### src/rtl/emb_defs.svh
`ifndef EMB_DEFS_SVH
`define EMB_DEFS_SVH

// Register byte offsets
`define EMB_REG_CTRL      4'h0
`define EMB_REG_STAT      4'h4

// Bus control register layout
`define EMB_CTRL_RST      8'h00
`define EMB_CTRL_RMASK    8'hB3
`define EMB_EBD_BIT       7
`define EMB_WAIT_HI       5
`define EMB_WAIT_LO       4
`define EMB_WM_HI         1
`define EMB_WM_LO         0
`define EMB_WM_BYTE_SEL   2'h1

// Address width select codes
`define EMB_AW_20         2'h0
`define EMB_AW_16         2'h1
`define EMB_AW_12         2'h2
`define EMB_AW_MCU        2'h3
`define EMB_MASK_20       20'hFFFFF
`define EMB_MASK_16       20'h0FFFF
`define EMB_MASK_12       20'h00FFF
`define EMB_DMASK_16      20'h0FFFF
`define EMB_DMASK_8       20'h000FF

// Pin layout: lines 0..19, control port above them
`define EMB_LINES         20
`define EMB_PADS          28
`define EMB_CTL_BASE      20
`define EMB_C_ALE         0
`define EMB_C_OE          1
`define EMB_C_WRL         2
`define EMB_C_WRH         3
`define EMB_C_BA0         4
`define EMB_C_CE          5
`define EMB_C_LB          6
`define EMB_C_UB          7
`define EMB_CTL_IDLE      8'hEE

// Data phase lengths in instruction cycles before wait states
`define EMB_RD_SETTLE     4'h3
`define EMB_WR_SETTLE     4'h1

`endif

### src/rtl/emb_pkg.sv
package emb_pkg;
  typedef enum logic [1:0] {
    EMB_IDLE = 2'b00,
    EMB_ADDR = 2'b01,
    EMB_DATA = 2'b10,
    EMB_END  = 2'b11
  } emb_state_t;

  typedef enum logic [1:0] {
    EMB_FETCH = 2'b00,
    EMB_TRD   = 2'b01,
    EMB_TWR   = 2'b10
  } emb_op_t;
endpackage

### src/rtl/emb_bus_ctrl.sv
`include "emb_defs.svh"
module emb_bus_ctrl #(
  parameter bit HAS_BUS = 1'b1
) (
  input  logic        clk_sys_in,
  input  logic        nrst_in,
  input  logic [3:0]  avs_address_in,
  input  logic        avs_read_in,
  input  logic        avs_write_in,
  input  logic [31:0] avs_writedata_in,
  input  logic [3:0]  avs_byteenable_in,
  output logic [31:0] avs_readdata_out,
  output logic        avs_waitrequest_out,
  input  logic        cfg_data_width_sel_in,
  input  logic [1:0]  cfg_addr_width_sel_in,
  input  logic        cfg_wait_enable_in,
  input  logic        exec_external_in,
  input  logic        sleep_in,
  input  logic        req_valid_in,
  input  logic [1:0]  req_kind_in,
  input  logic [20:0] req_addr_in,
  input  logic [7:0]  req_table_latch_in,
  output logic        req_ready_out,
  output logic        rsp_valid_out,
  output logic [15:0] rsp_data_out,
  input  logic [27:0] gpio_out_in,
  input  logic [27:0] gpio_oe_n_in,
  output logic [27:0] gpio_in_out,
  input  logic [27:0] pad_in,
  output logic [27:0] pad_out,
  output logic [27:0] pad_oe_n_out
);

  logic [1:0]          rst_sync_q;
  logic                rst_n;
  logic                cfg_done_q;
  logic                data16_q;
  logic [1:0]          aw_q;
  logic                wait_en_q;
  logic [7:0]          ctrl_q;
  logic                ebd_eff_q;
  logic [27:0]         pad_sync;
  emb_pkg::emb_state_t state_q;
  logic [1:0]          op_q;
  logic [20:0]         addr_q;
  logic [7:0]          wdata_q;
  logic [7:0]          hold_lo_q;
  logic                take;
  logic                word_even;
  logic                bus_mode;
  logic                owned;
  logic                is_wr;
  logic                ctr_last;
  logic [3:0]          len;
  logic [19:0]         lmask;
  logic [19:0]         dmask;
  logic [19:0]         bus_addr;
  logic [19:0]         wr_word;
  logic [15:0]         rd_word;
  logic [7:0]          ctl;
  logic [27:0]         pad_d;
  logic [27:0]         oe_d;
  logic [7:0]          status;

  ////////////////////////////////////////////////////////////////////////////
  // Reset release and input synchronisers

  always_ff @(posedge clk_sys_in or negedge nrst_in) begin
    if (!nrst_in) begin
      rst_sync_q <= 2'h0;
    end else begin
      rst_sync_q <= {rst_sync_q[0], 1'b1};
    end
  end

  assign rst_n = rst_sync_q[1];

  emb_sync2 #(.W(`EMB_PADS)) u_pad_sync (
    .clk_in   (clk_sys_in),
    .rst_n_in (rst_n),
    .d_in     (pad_in),
    .q_out    (pad_sync)
  );

  always_ff @(posedge clk_sys_in or negedge rst_n) begin
    if (!rst_n) begin
      gpio_in_out <= 28'h0000000;
    end else begin
      gpio_in_out <= pad_sync;
    end
  end

  ////////////////////////////////////////////////////////////////////////////
  // Configuration word, caught once after reset release

  always_ff @(posedge clk_sys_in or negedge rst_n) begin
    if (!rst_n) begin
      cfg_done_q <= 1'b0;
      data16_q   <= 1'b1;
      aw_q       <= `EMB_AW_MCU;
      wait_en_q  <= 1'b0;
    end else if (!cfg_done_q) begin
      cfg_done_q <= 1'b1;
      data16_q   <= cfg_data_width_sel_in;
      aw_q       <= cfg_addr_width_sel_in;
      wait_en_q  <= cfg_wait_enable_in;
    end
  end

  function automatic logic [19:0] emb_width_mask(input logic [1:0] aw);
    unique case (aw)
      `EMB_AW_20: emb_width_mask = `EMB_MASK_20;
      `EMB_AW_16: emb_width_mask = `EMB_MASK_16;
      `EMB_AW_12: emb_width_mask = `EMB_MASK_12;
      default:    emb_width_mask = 20'h00000;
    endcase
  endfunction

  // Inverted stall code is the wait count
  function automatic logic [3:0] emb_len(input logic rd, input logic wt,
                                         input logic [1:0] stall);
    logic [1:0] waits;
    waits   = wt ? ~stall : 2'h0;
    emb_len = (rd ? `EMB_RD_SETTLE : `EMB_WR_SETTLE) + {2'h0, waits};
  endfunction

  // Lines beyond the address width never join the bus
  // Width code 01 leaves lines 16-19 to the ports
  assign lmask    = emb_width_mask(aw_q);
  // Data confined to lines inside the address width
  assign dmask    = (data16_q ? `EMB_DMASK_16 : `EMB_DMASK_8) & lmask;
  assign bus_mode = HAS_BUS && cfg_done_q && (aw_q != `EMB_AW_MCU);

  ////////////////////////////////////////////////////////////////////////////
  // Avalon-MM slave: one wait cycle, then the answer

  always_ff @(posedge clk_sys_in or negedge rst_n) begin
    if (!rst_n) begin
      avs_waitrequest_out <= 1'b1;
    end else begin
      avs_waitrequest_out <= !((avs_read_in || avs_write_in) && avs_waitrequest_out);
    end
  end

  assign status = {sleep_in, wait_en_q, aw_q, data16_q, ebd_eff_q, owned,
                   (state_q != emb_pkg::EMB_IDLE)};

  // Absent bus option reads as zero
  always_ff @(posedge clk_sys_in or negedge rst_n) begin
    if (!rst_n) begin
      avs_readdata_out <= 32'h00000000;
    end else if (avs_read_in && avs_waitrequest_out) begin
      avs_readdata_out <= 32'h00000000;
      if (avs_address_in == `EMB_REG_CTRL && HAS_BUS) begin
        avs_readdata_out[7:0] <= ctrl_q & `EMB_CTRL_RMASK;
      end else if (avs_address_in == `EMB_REG_STAT) begin
        avs_readdata_out[7:0] <= status;
      end
    end
  end

  always_ff @(posedge clk_sys_in or negedge rst_n) begin
    if (!rst_n) begin
      ctrl_q <= `EMB_CTRL_RST;
    end else if (avs_write_in && !avs_waitrequest_out && avs_byteenable_in[0]
                 && avs_address_in == `EMB_REG_CTRL && bus_mode) begin
      ctrl_q <= avs_writedata_in[7:0] & `EMB_CTRL_RMASK;
    end
  end

  // Disable takes hold only while executing internally
  always_ff @(posedge clk_sys_in or negedge rst_n) begin
    if (!rst_n) begin
      ebd_eff_q <= 1'b0;
    end else if (!exec_external_in) begin
      ebd_eff_q <= ctrl_q[`EMB_EBD_BIT];
    end
  end

  ////////////////////////////////////////////////////////////////////////////
  // Bus cycle sequencer

  assign take      = req_valid_in && req_ready_out;
  assign word_even = (req_kind_in == emb_pkg::EMB_TWR) && data16_q
                     && ctrl_q[`EMB_WM_HI] && !req_addr_in[0];
  assign is_wr     = (op_q == emb_pkg::EMB_TWR);
  // Waits only for table operations with wait enable
  assign len       = emb_len(req_kind_in != emb_pkg::EMB_TWR,
                             wait_en_q && (req_kind_in != emb_pkg::EMB_FETCH),
                             ctrl_q[`EMB_WAIT_HI:`EMB_WAIT_LO]);

  emb_wait_ctr #(.W(4)) u_wait_ctr (
    .clk_in   (clk_sys_in),
    .rst_n_in (rst_n),
    .load_in  (take),
    .dec_in   (state_q == emb_pkg::EMB_DATA),
    .count_in (len),
    .last_out (ctr_last)
  );

  always_ff @(posedge clk_sys_in or negedge rst_n) begin
    if (!rst_n) begin
      req_ready_out <= 1'b0;
    end else if (take) begin
      req_ready_out <= 1'b0;
    end else begin
      req_ready_out <= (state_q == emb_pkg::EMB_IDLE) && bus_mode && !sleep_in;
    end
  end

  always_ff @(posedge clk_sys_in or negedge rst_n) begin
    if (!rst_n) begin
      op_q    <= 2'h0;
      addr_q  <= 21'h000000;
      wdata_q <= 8'h00;
    end else if (take) begin
      op_q    <= req_kind_in;
      addr_q  <= req_addr_in;
      wdata_q <= req_table_latch_in;
    end
  end

  // Even byte in word mode only fills the low half; the odd byte writes the word
  always_ff @(posedge clk_sys_in or negedge rst_n) begin
    if (!rst_n) begin
      hold_lo_q <= 8'h00;
    end else if (take && word_even) begin
      hold_lo_q <= req_table_latch_in;
    end
  end

  assign rd_word = !data16_q ? {8'h00, pad_sync[7:0]} :
                   (op_q == emb_pkg::EMB_TRD) ?
                   {8'h00, addr_q[0] ? pad_sync[15:8] : pad_sync[7:0]} :
                   pad_sync[15:0] & dmask[15:0];

  // Address phase always comes before data
  always_ff @(posedge clk_sys_in or negedge rst_n) begin
    if (!rst_n) begin
      state_q       <= emb_pkg::EMB_IDLE;
      rsp_valid_out <= 1'b0;
      rsp_data_out  <= 16'h0000;
    end else begin
      rsp_valid_out <= 1'b0;
      unique case (state_q)
        emb_pkg::EMB_IDLE: begin
          if (take && word_even) begin
            rsp_valid_out <= 1'b1;
          end else if (take) begin
            state_q <= emb_pkg::EMB_ADDR;
          end
        end
        emb_pkg::EMB_ADDR: begin
          state_q <= emb_pkg::EMB_DATA;
        end
        emb_pkg::EMB_DATA: begin
          if (ctr_last) begin
            state_q <= emb_pkg::EMB_END;
          end
        end
        emb_pkg::EMB_END: begin
          state_q       <= emb_pkg::EMB_IDLE;
          rsp_valid_out <= 1'b1;
          rsp_data_out  <= is_wr ? 16'h0000 : rd_word;
        end
      endcase
    end
  end

  ////////////////////////////////////////////////////////////////////////////
  // Pin ownership and drive

  // Cleared disable keeps the bus on the pins
  // Set disable yields pins except during an access
  assign owned    = bus_mode && (!ebd_eff_q || state_q != emb_pkg::EMB_IDLE);
  // Word address on 16-bit bus, byte lsb travels separately
  assign bus_addr = data16_q ? addr_q[20:1] : addr_q[19:0];
  assign wr_word  = (data16_q && ctrl_q[`EMB_WM_HI]) ? {4'h0, wdata_q, hold_lo_q}
                                                    : {4'h0, wdata_q, wdata_q};

  always_comb begin
    ctl = `EMB_CTL_IDLE;
    if (state_q == emb_pkg::EMB_ADDR) begin
      ctl[`EMB_C_ALE] = 1'b1;
    end
    if (state_q == emb_pkg::EMB_ADDR || state_q == emb_pkg::EMB_DATA) begin
      // Select active per access, forced high in sleep
      ctl[`EMB_C_CE]  = sleep_in;
      ctl[`EMB_C_BA0] = addr_q[0];
    end
    if (state_q == emb_pkg::EMB_DATA && !is_wr) begin
      ctl[`EMB_C_OE] = 1'b0;
      ctl[`EMB_C_LB] = !data16_q;
      ctl[`EMB_C_UB] = !data16_q;
    end else if (state_q == emb_pkg::EMB_DATA) begin
      // Narrow bus ignores the wide write mode
      if (!data16_q) begin
        ctl[`EMB_C_WRL] = 1'b0;
      end else if (ctrl_q[`EMB_WM_HI]) begin
        ctl[`EMB_C_WRH] = 1'b0;
      end else if (ctrl_q[`EMB_WM_HI:`EMB_WM_LO] == `EMB_WM_BYTE_SEL) begin
        ctl[`EMB_C_WRH] = 1'b0;
        ctl[`EMB_C_UB]  = !addr_q[0];
        ctl[`EMB_C_LB]  = addr_q[0];
      // Byte write: one strobe for the addressed byte
      end else begin
        ctl[`EMB_C_WRH] = !addr_q[0];
        ctl[`EMB_C_WRL] = addr_q[0];
      end
    end
  end

  // Shared lines turn from address to data
  // Idle bus floats its lines, strobes parked
  always_comb begin
    pad_d = gpio_out_in;
    oe_d  = gpio_oe_n_in;
    if (owned) begin
      for (int i = 0; i < `EMB_LINES; i++) begin
        if (lmask[i]) begin
          pad_d[i] = bus_addr[i];
          oe_d[i]  = 1'b1;
          if (state_q == emb_pkg::EMB_ADDR) begin
            oe_d[i] = 1'b0;
          end else if (state_q == emb_pkg::EMB_DATA) begin
            if (!dmask[i]) begin
              oe_d[i] = 1'b0;
            end else if (is_wr) begin
              pad_d[i] = wr_word[i];
              oe_d[i]  = 1'b0;
            end
          end
        end
      end
      pad_d[`EMB_PADS-1:`EMB_CTL_BASE] = ctl;
      oe_d[`EMB_PADS-1:`EMB_CTL_BASE]  = 8'h00;
    end
  end

  // Registered drive of all 28 pins
  always_ff @(posedge clk_sys_in or negedge rst_n) begin
    if (!rst_n) begin
      pad_out      <= 28'h0000000;
      pad_oe_n_out <= 28'hFFFFFFF;
    end else begin
      pad_out      <= pad_d;
      pad_oe_n_out <= oe_d;
    end
  end

  ////////////////////////////////////////////////////////////////////////////
  // Checks

  logic [3:0] dcnt_q;
  logic [3:0] len_q;

  always_ff @(posedge clk_sys_in or negedge rst_n) begin
    if (!rst_n) begin
      dcnt_q <= 4'h0;
      len_q  <= 4'h0;
    end else begin
      if (take) begin
        len_q <= len;
      end
      if (state_q == emb_pkg::EMB_ADDR) begin
        dcnt_q <= 4'h0;
      end else if (state_q == emb_pkg::EMB_DATA) begin
        dcnt_q <= dcnt_q + 4'h1;
      end
    end
  end

  chk_mcu_nowrite: assert property (
    @(posedge clk_sys_in) disable iff (!rst_n)
    (cfg_done_q && aw_q == `EMB_AW_MCU) |=> $stable(ctrl_q))
    else $error("control register changed in microcontroller mode");

  chk_data_len: assert property (
    @(posedge clk_sys_in) disable iff (!rst_n)
    (state_q == emb_pkg::EMB_END) |-> (dcnt_q == len_q))
    else $error("data phase length does not match wait count");

  chk_zero_wait: assert property (
    @(posedge clk_sys_in) disable iff (!rst_n)
    (state_q == emb_pkg::EMB_ADDR && is_wr && wait_en_q
     && ctrl_q[`EMB_WAIT_HI:`EMB_WAIT_LO] == 2'h3)
    |=> (state_q == emb_pkg::EMB_DATA) ##1 (state_q == emb_pkg::EMB_END))
    else $error("zero-wait table write not one data cycle");

  chk_addr_first: assert property (
    @(posedge clk_sys_in) disable iff (!rst_n)
    (state_q == emb_pkg::EMB_DATA) |->
    ($past(state_q) == emb_pkg::EMB_ADDR || $past(state_q) == emb_pkg::EMB_DATA))
    else $error("data phase without address phase");

  chk_idle_pins: assert property (
    @(posedge clk_sys_in) disable iff (!rst_n)
    ($past(owned) && $past(state_q) == emb_pkg::EMB_IDLE) |->
    (pad_out[`EMB_CTL_BASE+`EMB_C_CE] && !pad_out[`EMB_CTL_BASE+`EMB_C_ALE]
     && !pad_out[`EMB_CTL_BASE+`EMB_C_BA0] && pad_oe_n_out[0]))
    else $error("idle bus pins not parked");

  chk_sleep_ce: assert property (
    @(posedge clk_sys_in) disable iff (!rst_n)
    ($past(sleep_in) && $past(owned)) |-> pad_out[`EMB_CTL_BASE+`EMB_C_CE])
    else $error("chip select active during sleep");

  chk_defer_ebd: assert property (
    @(posedge clk_sys_in) disable iff (!rst_n)
    $changed(ebd_eff_q) |-> !$past(exec_external_in))
    else $error("disable applied while executing externally");

  chk_high_free: assert property (
    @(posedge clk_sys_in) disable iff (!rst_n)
    (cfg_done_q && aw_q == `EMB_AW_16) |=>
    (pad_oe_n_out[19:16] == $past(gpio_oe_n_in[19:16])))
    else $error("upper address lines taken in 16-bit mode");

  chk_one_strobe: assert property (
    @(posedge clk_sys_in) disable iff (!rst_n)
    ($past(state_q) == emb_pkg::EMB_DATA && $past(is_wr) && $past(data16_q)
     && $past(ctrl_q[`EMB_WM_HI:`EMB_WM_LO]) == 2'h0) |->
    (pad_out[`EMB_CTL_BASE+`EMB_C_WRH] != pad_out[`EMB_CTL_BASE+`EMB_C_WRL]))
    else $error("byte write mode strobes not exclusive");

  chk_absent_zero: assert property (
    @(posedge clk_sys_in) disable iff (!rst_n)
    (!HAS_BUS && avs_read_in && avs_address_in == `EMB_REG_CTRL
     && avs_waitrequest_out) |=> (avs_readdata_out == 32'h00000000))
    else $error("absent control register reads nonzero");

endmodule

### src/rtl/emb_sync2.sv
module emb_sync2 #(
  parameter int W = 28
) (
  input  logic         clk_in,
  input  logic         rst_n_in,
  input  logic [W-1:0] d_in,
  output logic [W-1:0] q_out
);
  logic [W-1:0] meta_q;

  always_ff @(posedge clk_in or negedge rst_n_in) begin
    if (!rst_n_in) begin
      meta_q <= '0;
      q_out  <= '0;
    end else begin
      meta_q <= d_in;
      q_out  <= meta_q;
    end
  end
endmodule

### src/rtl/emb_wait_ctr.sv
module emb_wait_ctr #(
  parameter int W = 4
) (
  input  logic         clk_in,
  input  logic         rst_n_in,
  input  logic         load_in,
  input  logic         dec_in,
  input  logic [W-1:0] count_in,
  output logic         last_out
);
  logic [W-1:0] cnt_q;

  always_ff @(posedge clk_in or negedge rst_n_in) begin
    if (!rst_n_in) begin
      cnt_q <= '0;
    end else if (load_in) begin
      cnt_q <= count_in;
    end else if (dec_in && (cnt_q != '0)) begin
      cnt_q <= cnt_q - W'(1);
    end
  end

  assign last_out = (cnt_q == W'(1));
endmodule

### config.mk
export PLATFORM = sky130hd
export DESIGN_NAME = emb_bus_ctrl
export DESIGN_NICKNAME = d
export VERILOG_FILES = /design/src/rtl/emb_pkg.sv /design/src/rtl/emb_bus_ctrl.sv /design/src/rtl/emb_sync2.sv /design/src/rtl/emb_wait_ctr.sv
export VERILOG_INCLUDE_DIRS = /design/src /design/src/rtl
export SDC_FILE = /design/constraint.sdc
export NUM_CORES = 1
export LEC_CHECK = 0
export BUFFER_PORTS_ARGS = -buffer_cell sky130_fd_sc_hd__clkbuf_2
export CORE_MARGIN = 2
export CORE_UTILIZATION = 50
export DETAILED_ROUTE_END_ITERATION = 6
export GPL_TIMING_DRIVEN = 0
export PLACE_DENSITY = 0.8
export SYNTH_ARGS = -nofsm -noshare
export SYNTH_HDL_FRONTEND = slang
export SYNTH_SLANG_ARGS = --single-unit
export TNS_END_PERCENT = 50
### constraint.sdc
create_clock -name clk_sys_in -period 8.4 [get_ports clk_sys_in]
set_clock_uncertainty 0.05 [all_clocks]
set_input_delay 0.84 -clock clk_sys_in [delete_from_list [all_inputs] [get_ports clk_sys_in]]
set_output_delay 0.84 -clock clk_sys_in [all_outputs]
set_load 0.05 [all_outputs]
### Word level (Yosys, flattened, before mapping)

Index checks and enable logic that the tools add are counted.

* order comparisons: 0
* bitwise gates (word level): 3
* add/sub/neg operators: 2
* multipliers: 0
* div/mod/pow operators: 0
* reductions and logical operators: 38
* shift operators: 0
* multiplexer cells: 220
* eq/ne operators: 16

Operators by type and width (count)
* 1-bit two-way mux: 191
* 16-bit two-way mux: 4
* 20-bit one-hot mux with 3 select lines: 1
* 28-bit two-way mux: 2
* 8-bit two-way mux: 4
* 2-bit two-way mux: 13
* 16-bit by 20-bit bitwise AND with 20-bit output: 1
* 20-bit two-way mux: 1
* 1-bit logical AND: 19
* 16-bit bitwise AND: 1
* 2-bit == test, second input constant: 5
* 2-bit != test, second input constant: 5
* 2-bit by 1-bit == test with 1-bit output, second input constant: 4
* 1-bit logical NOT: 8
* 4-bit two-way mux: 2
* 2-bit one-hot mux with 4 select lines: 1
* 2-bit nonzero test: 3
* 4-bit by 1-bit == test with 1-bit output, second input constant: 1
* 4-bit by 3-bit == test with 1-bit output, second input constant: 1
* 2-bit logical NOT: 2
* 4-bit logical NOT: 1
* 4-bit nonzero test: 1
* 4-bit by 1-bit subtractor with 4-bit output, second input constant: 1
* 2-bit by 2-bit adder with 3-bit output: 1
* 4 further kinds: 6

* register bits after elaboration: 225
* latch bits: 0
* input port bits: 166
* RAM bits: 0
* memory bits (read-only): 0
* output and inout bits: 135
* memories kept: 0

### Logic depth before layout (Yosys ltp)

Gate-level depths: netlist of the first run.

* depth after elaboration: 8
* mapped depth: 7

### Cells and area by module

A second synthesis of the first run with hierarchy kept.

* cells, all modules: 659
* area, all modules: 8783.4 um2

Modules (own cells, without submodules)
* emb_bus_ctrl: cells each 574, seq. area each 4169.0 um2, times used 1, area an instance 7099.3 um2
* emb_sync2: cells each 56, seq. area each 1401.3 um2, times used 1, area an instance 1401.3 um2
* emb_wait_ctr: cells each 29, seq. area each 100.1 um2, times used 1, area an instance 282.8 um2

### Worst setup path after synthesis of the first run

Ideal clock, no wire load.

* path type: input-to-reg
* from: input port req_kind_in[1]
* to: register hold_lo_q[0]
* stages on the path: 3
* path slack: 6.286 ns
* path buffers: 0
* arrival time: 1.939 ns
* path through: nor2b_1 nor4b_4 mux2_2

* longest elaborated chain between the ends: 5

RTL lines
* start, declared: RTL line emb_bus_ctrl.sv:20 `input logic [1:0] req_kind_in,`
* 2-bit == test: RTL line emb_bus_ctrl.sv:184 `assign word_even = (req_kind_in == emb_pkg::EMB_TWR) && data16_q`
* 1-bit logical AND (3 in series): RTL line emb_bus_ctrl.sv:184
* 1-bit logical AND: RTL line emb_bus_ctrl.sv:227 `end else if (take && word_even) begin`
* end signal, assigned: RTL line emb_bus_ctrl.sv:228 `hold_lo_q <= req_table_latch_in;`
* end, declared: RTL line emb_bus_ctrl.sv:47 `logic [7:0] hold_lo_q;`

No other way between the ends.
A chain may end at the register's enable or synchronous reset.

### Final worst setup path of the first run

* from: register data16_q
* to: register pad_out[23]

* longest elaborated chain between the ends: 4

RTL lines
* start, declared: RTL line emb_bus_ctrl.sv:37 `logic data16_q;`
* start signal, assigned: RTL line emb_bus_ctrl.sv:104 `data16_q <= cfg_data_width_sel_in;`
* 1-bit two-way mux: RTL line emb_bus_ctrl.sv:297 `if (!data16_q) begin`
* 2-bit two-way mux: RTL line emb_bus_ctrl.sv:295 `end else if (state_q == emb_pkg::EMB_DATA) begin`
* 2-bit two-way mux: RTL line emb_bus_ctrl.sv:291 `if (state_q == emb_pkg::EMB_DATA && !is_wr) begin`
* 28-bit two-way mux: RTL line emb_bus_ctrl.sv:318 `if (owned) begin`
* net pad_d[23]: RTL line emb_bus_ctrl.sv:61 `logic [27:0] pad_d;`
* end signal, assigned: RTL line emb_bus_ctrl.sv:346 `pad_out <= pad_d;`
* end, declared: RTL line emb_bus_ctrl.sv:30 `output logic [27:0] pad_out,`

The timed path passes the listed nets, and every way through them passes these cells.

==> summary.md, run 1 <==
| Metric | Value |
|---|---|
| Syn Area/Cell | `13.4 um2` |
| Clock Tree Root | `clkbuf_16` |
| Least-Margin Pin Slew | `1010 ps` |
| Die Width | `136 um` |
| Die area | `18600 um2` |
| Fmax | `404 MHz` |
| Total negative setup slack | `0 ps` |
| Sequential share of power | `39.7%` |
| CP max stage cell | `clkbuf_1` |
| Area Overhead vs Synth | `28.7%` |
| Setup Slack @ Placement | `5870 ps` |
| Crit end category | `register` |
| #FFs+latches synth | `225` |
| Period utilisation layout | `29.4%` |
| Height of the chip | `136 um` |
| Req. time, crit path | `8720 ps` |
| Worst-path fanout max | `10` |
| Synth unique cells | `61` |
| Initial antenna violation count | `0` |
| WL per Instance | `19.1 um` |
| Crit path kind | `register to register` |
| Fill count | `1297` |
| TritonCTS clock tree | `done` |
| Max-slew headroom | `32.0%` |
| RSZ-0062 raised after global routing | `no` |
| Overflow after GRT | `0` |
| Detail Placement HPWL | `16700 um` |
| Via/cell ratio | `5.36` |
| Gate power share | `30.1%` |
| Lkg Pwr | `5.53 nW` |
| Routed vias | `6390` |
| Sw Pwr | `0.00130 W` |
| First-iteration detailed-routing DRC count | `415` |
| Pint | `0.00231 W` |
| Top FF cell, synth | `dfrtp_1` |
| Crit path arrival time | `2790 ps` |
| Final worst slack | `5930 ps` |
| Antenna cells | `0` |
| Post-synth EDFFs | `0` |
| Placed Area | `10400 um2` |
| Placer congestion estimate | `0.828` |
| Fraction of registers with async set/reset | `100%` |
| NumNets Final | `1124` |
| Fin crit period | `2470 ps` |
| Clock share of power | `30.2%` |
| Final hold slack | `51.5 ps` |
| Final Cell Area | `11300 um2` |
| Top post-synthesis cells by area | `dfrtp_1 (55%), dfstp_2 (9.6%), mux2_2 (8.0%)` |
| Critical-path cell list | `buf_2 > clkbuf_1 > clkbuf_1 > o31ai_1 > nor3_1 > a21oi_1` |
| GRT Total Usage | `24.2%` |
| Area leader, netlist | `dfrtp_1` |
| Endpoints failing setup | `0` |
| Status | `finished, final reports clean` |
| Starting Density | `50.9%` |
| Port bufs | `246` |
| CP bufs+invs | `3` |
| CP startpoint kind | `register` |
| Pin count of the biggest net entering global routing | `77` |
| Vias in the first global route | `6422` |
| Syn. warnings | `0` |
| Clk_lat worst skew | `510 ps` |
| Max Cap Violations | `0` |
| Max rail drop VDD | `0.000215 V` |
| Fin. max-slew vios | `0` |
| CORE AREA | `17200 um2` |
| Synth top area share | `55.3%` |
| Sw Ratio | `36.0%` |
| Final WL | `22800 um` |
| Most used cell, CP | `clkbuf_1` |
| Mapped cell area | `8740 um2` |
| Hold Vio Cnt, Final | `0` |
| Fraction of layout cells with a size suffix above 1 | `44.6%` |
| DRC | `0` |
| Mapped Cells | `652` |
| Total CTS buffers | `23` |
| Num rows | `48` |
| Max clock buf depth | `3` |
| DRT antenna net count | `0` |
| Seq/Total Area, Yosys | `64.9%` |
| Post-CTS Repair Setup Buffers | `0` |
| Hold WC Path Type | `input pin to async pin` |
| Max H-tree Level | `1` |
| Total power | `0.00361 W` |
| CTS Sinks | `225` |
| CP top delay family | `buffers and inverters` |
| Hold_buf cts | `0` |
| Post_cts resized | `0` |
| Worst-path clk slew | `60 ps` |
| Worst path max stage delay | `540 ps` |
| First-pass GRT wire length | `34300 um` |
| First-pass DRT Iterations | `5` |
| # IOs | `301` |
| Power density over the cells | `321 nW/um2` |
layout by cell type (no fill, tap or decap), types with 17 or more instances in the layout:
cell type | Yosys | final
buf_4 | 24 | 24
clkbuf_1 | 23 | 24
clkbuf_16 | 0 | 23
clkbuf_2 | 0 | 246
conb_1 | 2 | 26
dfrtp_1 | 193 | 192
dfstp_2 | 32 | 32
inv_1 | 17 | 17
mux2_2 | 62 | 62
nand2_1 | 27 | 27
nor2b_1 | 25 | 25
o21ai_0 | 45 | 45
o31ai_1 | 21 | 21
layer usage:
| metal | routed length (um) | vias up | GRT usage [%] |
|---|---|---|---|
| met5 | 0 | - | 0 |
| met4 | 818 | 0 | 9.61 |
| met3 | 1410 | 56 | 3.58 |
| met2 | 11500 | 268 | 41.3 |
| met1 | 9030 | 3179 | 31.1 |
| li1 | - | 2887 | - |
power by group through the flow:
stage	Clock (W)	Sequential, W	Combinational (W)
2_1_floorplan	0	0.00176	0.000455
3_3_place_gp	0	0.00145	0.00104
3_5_place_dp	0	0.00145	0.00108
4_1_cts	0.00110	0.00143	0.00109
5_1_grt	0.00115	0.00146	0.00116
6_report	0.00109	0.00143	0.00109
cell type report:
class / count / area, um2 / area share [%]
inverters: 17 / 63.8 / 0.567
well taps: 225 / 282 / 2.50
plain buffers: 55 / 304 / 2.70
flip-flops and latches: 225 / 5670 / 50.4
repair buffers: 249 / 1310 / 11.7
clock buffers: 28 / 634 / 5.64
clock inverters: 14 / 186 / 1.66
multi-input cells: 379 / 2790 / 24.8
through the flow:
step	instances	utilization, %
floorplan	676	-
global placement	1147	60.2
detailed placement	1150	60.7
CTS	1192	65.5
global route	1192	65.5
finish	1192	65.5
worst reg2reg max path, cell delays in order (launching register included):
cell	delay, ps
dfstp_2	510
buf_2	200
clkbuf_1	450
clkbuf_1	540
o31ai_1	260
nor3_1	220
a21oi_1	100
worst paths after layout:
path / startpoint / to / slack (ps) / cells after the start
worst max-delay path: data16_q$_DFFE_PN1N_ / pad_out[23]$_DFF_PN0_ / 5930 / 6
worst min register to register: rst_sync_q[1]$_DFF_PN0_ / gpio_in_out[5]$_DFF_PN0_ / 230 / 0
min in group clk_sys_in: u_pad_sync.meta_q[4]$_DFF_PN0_ / u_pad_sync.q_out[4]$_DFF_PN0_ / 300 / 0
worst max register to register: data16_q$_DFFE_PN1N_ / pad_out[23]$_DFF_PN0_ / 5930 / 6
max in group asynchronous: rst_sync_q[1]$_DFF_PN0_ / pad_oe_n_out[23]$_DFF_PN1_ / 7310 / 1
worst min-delay path: nrst_in / rst_sync_q[1]$_DFF_PN0_ / 50 / 1
logic make-up after synthesis:
group	count (synthesis)	synth area share, %
adders and majority gates	8	1.23
muxes	63	8.10
and+or+nand+nor	127	9.38
other	2	0.0859
AOI/OAI and AO/OA	155	12.1
DFF	225	64.9
buffers and inverters	72	4.21
state kept, by name (all words and copies together), names as in the netlist:
signal,count
ebd_eff_q,1
op_q,2
pad_oe_n_out,28
cfg_done_q,1
state_q,2
addr_q,21
rsp_valid_out,1
wait_en_q,1
rst_sync_q,2
avs_readdata_out,8
ctrl_q,5
wdata_q,8
pad_out,28
hold_lo_q,8
u_pad_sync.meta_q,28
rsp_data_out,16
u_pad_sync.q_out,28
data16_q,1
gpio_in_out,28
avs_waitrequest_out,1
req_ready_out,1
aw_q,2
u_wait_ctr.cnt_q,4
synthesized netlist by cell type, types with 5 or more instances:
cell,instances
inv_1,17
mux2_2,62
buf_2,6
and3_1,16
dfstp_2,32
and2_1,10
o21ai_0,45
a21o_1,8
nand2_1,27
a22o_1,10
nand2b_1,5
ha_1,7
buf_4,24
dfrtp_1,193
o21a_1,5
a31oi_1,5
a211oi_1,16
nor2b_1,25
nor3_1,6
a21oi_1,15
o31ai_1,21
o311ai_0,8
clkbuf_1,23
Power figures use the tool's default switching activity.
==> run 2, diff against run 1 <==
Settings changed: ABC_AREA set to 1, CORE_UTILIZATION 50 to 45, PLACE_DENSITY 0.8 to 0.76.
Clock period 8.4 ns to 2 ns, I/O delays scaled along.
==> run 2 against run 1 <==
Net effect: fmax is 29% higher; global-route usage is 0.95 points higher; combinational power grew to 4.6 times the previous value; critical path depth is 2 higher; first-iteration DRC count is 4.8% higher; final area is 12% higher; setup slack worse by 5800 ps; critical path type unchanged; largest power group unchanged.
==> summary.md, run 2 <==
| Metric | Value |
|---|---|
| Status | `finished, final reports clean` |
| Power density over the cells | `1220 nW/um2` |
| Worst hold path startpoint | `avs_address_in[0]` |
| Die area | `20600 um2` |
| Top post-synthesis cells by count | `nand2_1 (349), dfrtp_1 (193), inv_1 (64), nand3_1 (63), o21ai_0 (62)` |
| Starting Density | `45.5%` |
| Detail Placement HPWL | `17000 um` |
| Via/cell ratio | `4.79` |
| Period utilisation layout | `95.5%` |
| Finished Layout Cells | `1609` |
| Max H-tree Level | `1` |
| WL per Instance | `16.2 um` |
| Mapped Cells | `895` |
| Fin crit period | `1910 ps` |
| Commonest non-fill, non-tap cell in the layout | `nand2_1` |
| Total negative setup slack | `0 ps` |
| Req. time, crit path | `2400 ps` |
| TritonCTS clock tree | `done` |
| Hold WC Path Type | `input pin to register` |
| Syn. warnings | `0` |
| Port bufs | `246` |
| Endpoints failing setup | `0` |
| Crit end category | `register` |
| Placer congestion estimate | `0.855` |
| Crit path from | `state_q[0]$_DFFE_PN0P_` |
| Least-Margin Pin Slew | `557 ps` |
| Lkg Pwr | `6.65 nW` |
| Hold Vio Cnt, Final | `0` |
| Pin count of the biggest net entering global routing | `76` |
| Clock Tree Root | `clkbuf_16` |
| DRC | `0` |
| Fin. max-slew vios | `0` |
| Post-synth EDFFs | `0` |
| Met3 track demand over resource | `4.63%` |
| CP startpoint kind | `register` |
| Height of the chip | `144 um` |
| Vias in the first global route | `7871` |
| Top post-synthesis cells by area | `dfrtp_1 (55%), nand2_1 (15%), dfstp_2 (9.6%)` |
| Worst-path clk slew | `70 ps` |
| First-iteration detailed-routing DRC count | `435` |
| Fraction of registers with async set/reset | `100%` |
| Final hold slack | `34.7 ps` |
| Met2 Use GR | `46.2%` |
| Area Overhead vs Synth | `44.1%` |
| Worst R2R Start | `state_q[0]$_DFFE_PN0P_` |
| Grt met1 use | `30.0%` |
| GRT Total Usage | `25.1%` |
| Syn Area/Cell | `9.79 um2` |
| First-pass GRT wire length | `40100 um` |
| Clk_lat worst skew | `520 ps` |
| Grt peak-use layer | `met2` |
| Max rail drop VDD | `0.000823 V` |
| Crit path arrival time | `2310 ps` |
| # IOs | `301` |
| DP Cell Count | `1433` |
| Fraction of layout cells with a size suffix above 1 | `29.5%` |
| Synth top area share | `55.1%` |
| Final WL | `26100 um` |
| DRT antenna net count | `0` |
| Total CTS buffers | `24` |
| Area leader, netlist | `dfrtp_1` |
| Synth unique cells | `33` |
| First-pass DRT Iterations | `5` |
| Routed vias | `7700` |
| Initial antenna violation count | `1` |
| Mapped cell area | `8760 um2` |
| RSZ-0062 raised after global routing | `yes` |
| Most frequent cells in the layout | `nand2_1 (349), clkbuf_2 (246), dfrtp_1 (192), dlygate4sd3_1 (130)` |
| Overflow after GRT | `0` |
| NumNets Final | `1499` |
| Crit path kind | `register to register` |
| Max-slew headroom | `62.9%` |
| CTS Sinks | `225` |
| Max clock buf depth | `3` |
| Fmax | `523 MHz` |
| Post-Route Utilization | `65.5%` |
| Top FF cell, synth | `dfrtp_1` |
| Total power | `0.0155 W` |
| Die Width | `144 um` |
| CORE AREA | `19300 um2` |
| Most frequent cell after synthesis | `nand2_1` |
| Num rows | `51` |
| Max Cap Violations | `0` |
| #FFs+latches synth | `225` |
| Seq/Total Area, Yosys | `64.7%` |
| Worst-path fanout max | `10` |
run 2: layer usage:
| layer | wire, um | vias up |
|---|---|---|
| met2 | 13400 | 355 |
| met3 | 2090 | 55 |
| li1 | - | 3636 |
| met5 | 0 | - |
| met1 | 9950 | 3654 |
| met4 | 677 | 0 |
run 2: path summary, 6_finish.rpt:
check | end | slack [ps] | depth (start not counted)
setup / recovery | pad_out[9]$_DFF_PN0_ | 90 | 8
hold / removal | avs_readdata_out[7]$_DFFE_PN0P_ | 30 | 6
setup reg to reg | pad_out[9]$_DFF_PN0_ | 90 | 8
hold reg to reg | u_pad_sync.meta_q[22]$_DFF_PN0_ | 130 | 0
max in group asynchronous | pad_oe_n_out[16]$_DFF_PN1_ | 1090 | 1
min in group asynchronous | u_pad_sync.meta_q[22]$_DFF_PN0_ | 130 | 0
run 2: stage by stage:
step,instance area (um2),setup slack [ps]
global placement,10400,-1040
detailed placement,10500,50.3
finish,12600,89.3
floorplan,8860,-310
global route,12600,-41.9
CTS,12600,38.0
run 2: cells by family after synthesis:
family / after synthesis / synth area share, %
multiplexers: 4 / 0.471
flip-flops: 225 / 64.7
other: 2 / 0.0857
AND/OR/NAND/NOR: 453 / 21.3
adder cells (fa/ha/maj): 8 / 1.23
buffers and inverters: 118 / 6.71
AO/OA/AOI/OAI: 85 / 5.45
run 2: report_power, final:
part	internal, W	switching (W)
Clock	0.00261	0.00186
Combinational	0.00137	0.00363
Sequential	0.00550	0.000473
run 2: critical path, stage by stage, from the launching register on:
cell	delay [ps]
dfrtp_1	400
inv_1	90
ha_1	260
nand2_1	130
nand3_4	100
inv_1	270
buf_2	300
nand3_1	160
nand2_1	90
run 2: area by class of cell:
class,instances,area [um2]
Fill cell,1467,6650
Sequential cell,225,5670
Timing Repair Buffer,379,2620
Multi-Input combinational cell,577,2610
Clock buffer,31,658
Buffer,51,337
Tap cell,265,332
Inverter,67,251
Clock inverter,13,141
Antenna cell,1,2.50
run 2: repair_timing:
| action | CTS | global route |
|---|---|---|
| resized for setup | 0 | 4 |
| hold buffers | 130 | 0 |
| setup endpoints to repair | 0 | 31 |
| setup buffers | 0 | 0 |
| endpoints found under the hold margin | 137 | 0 |
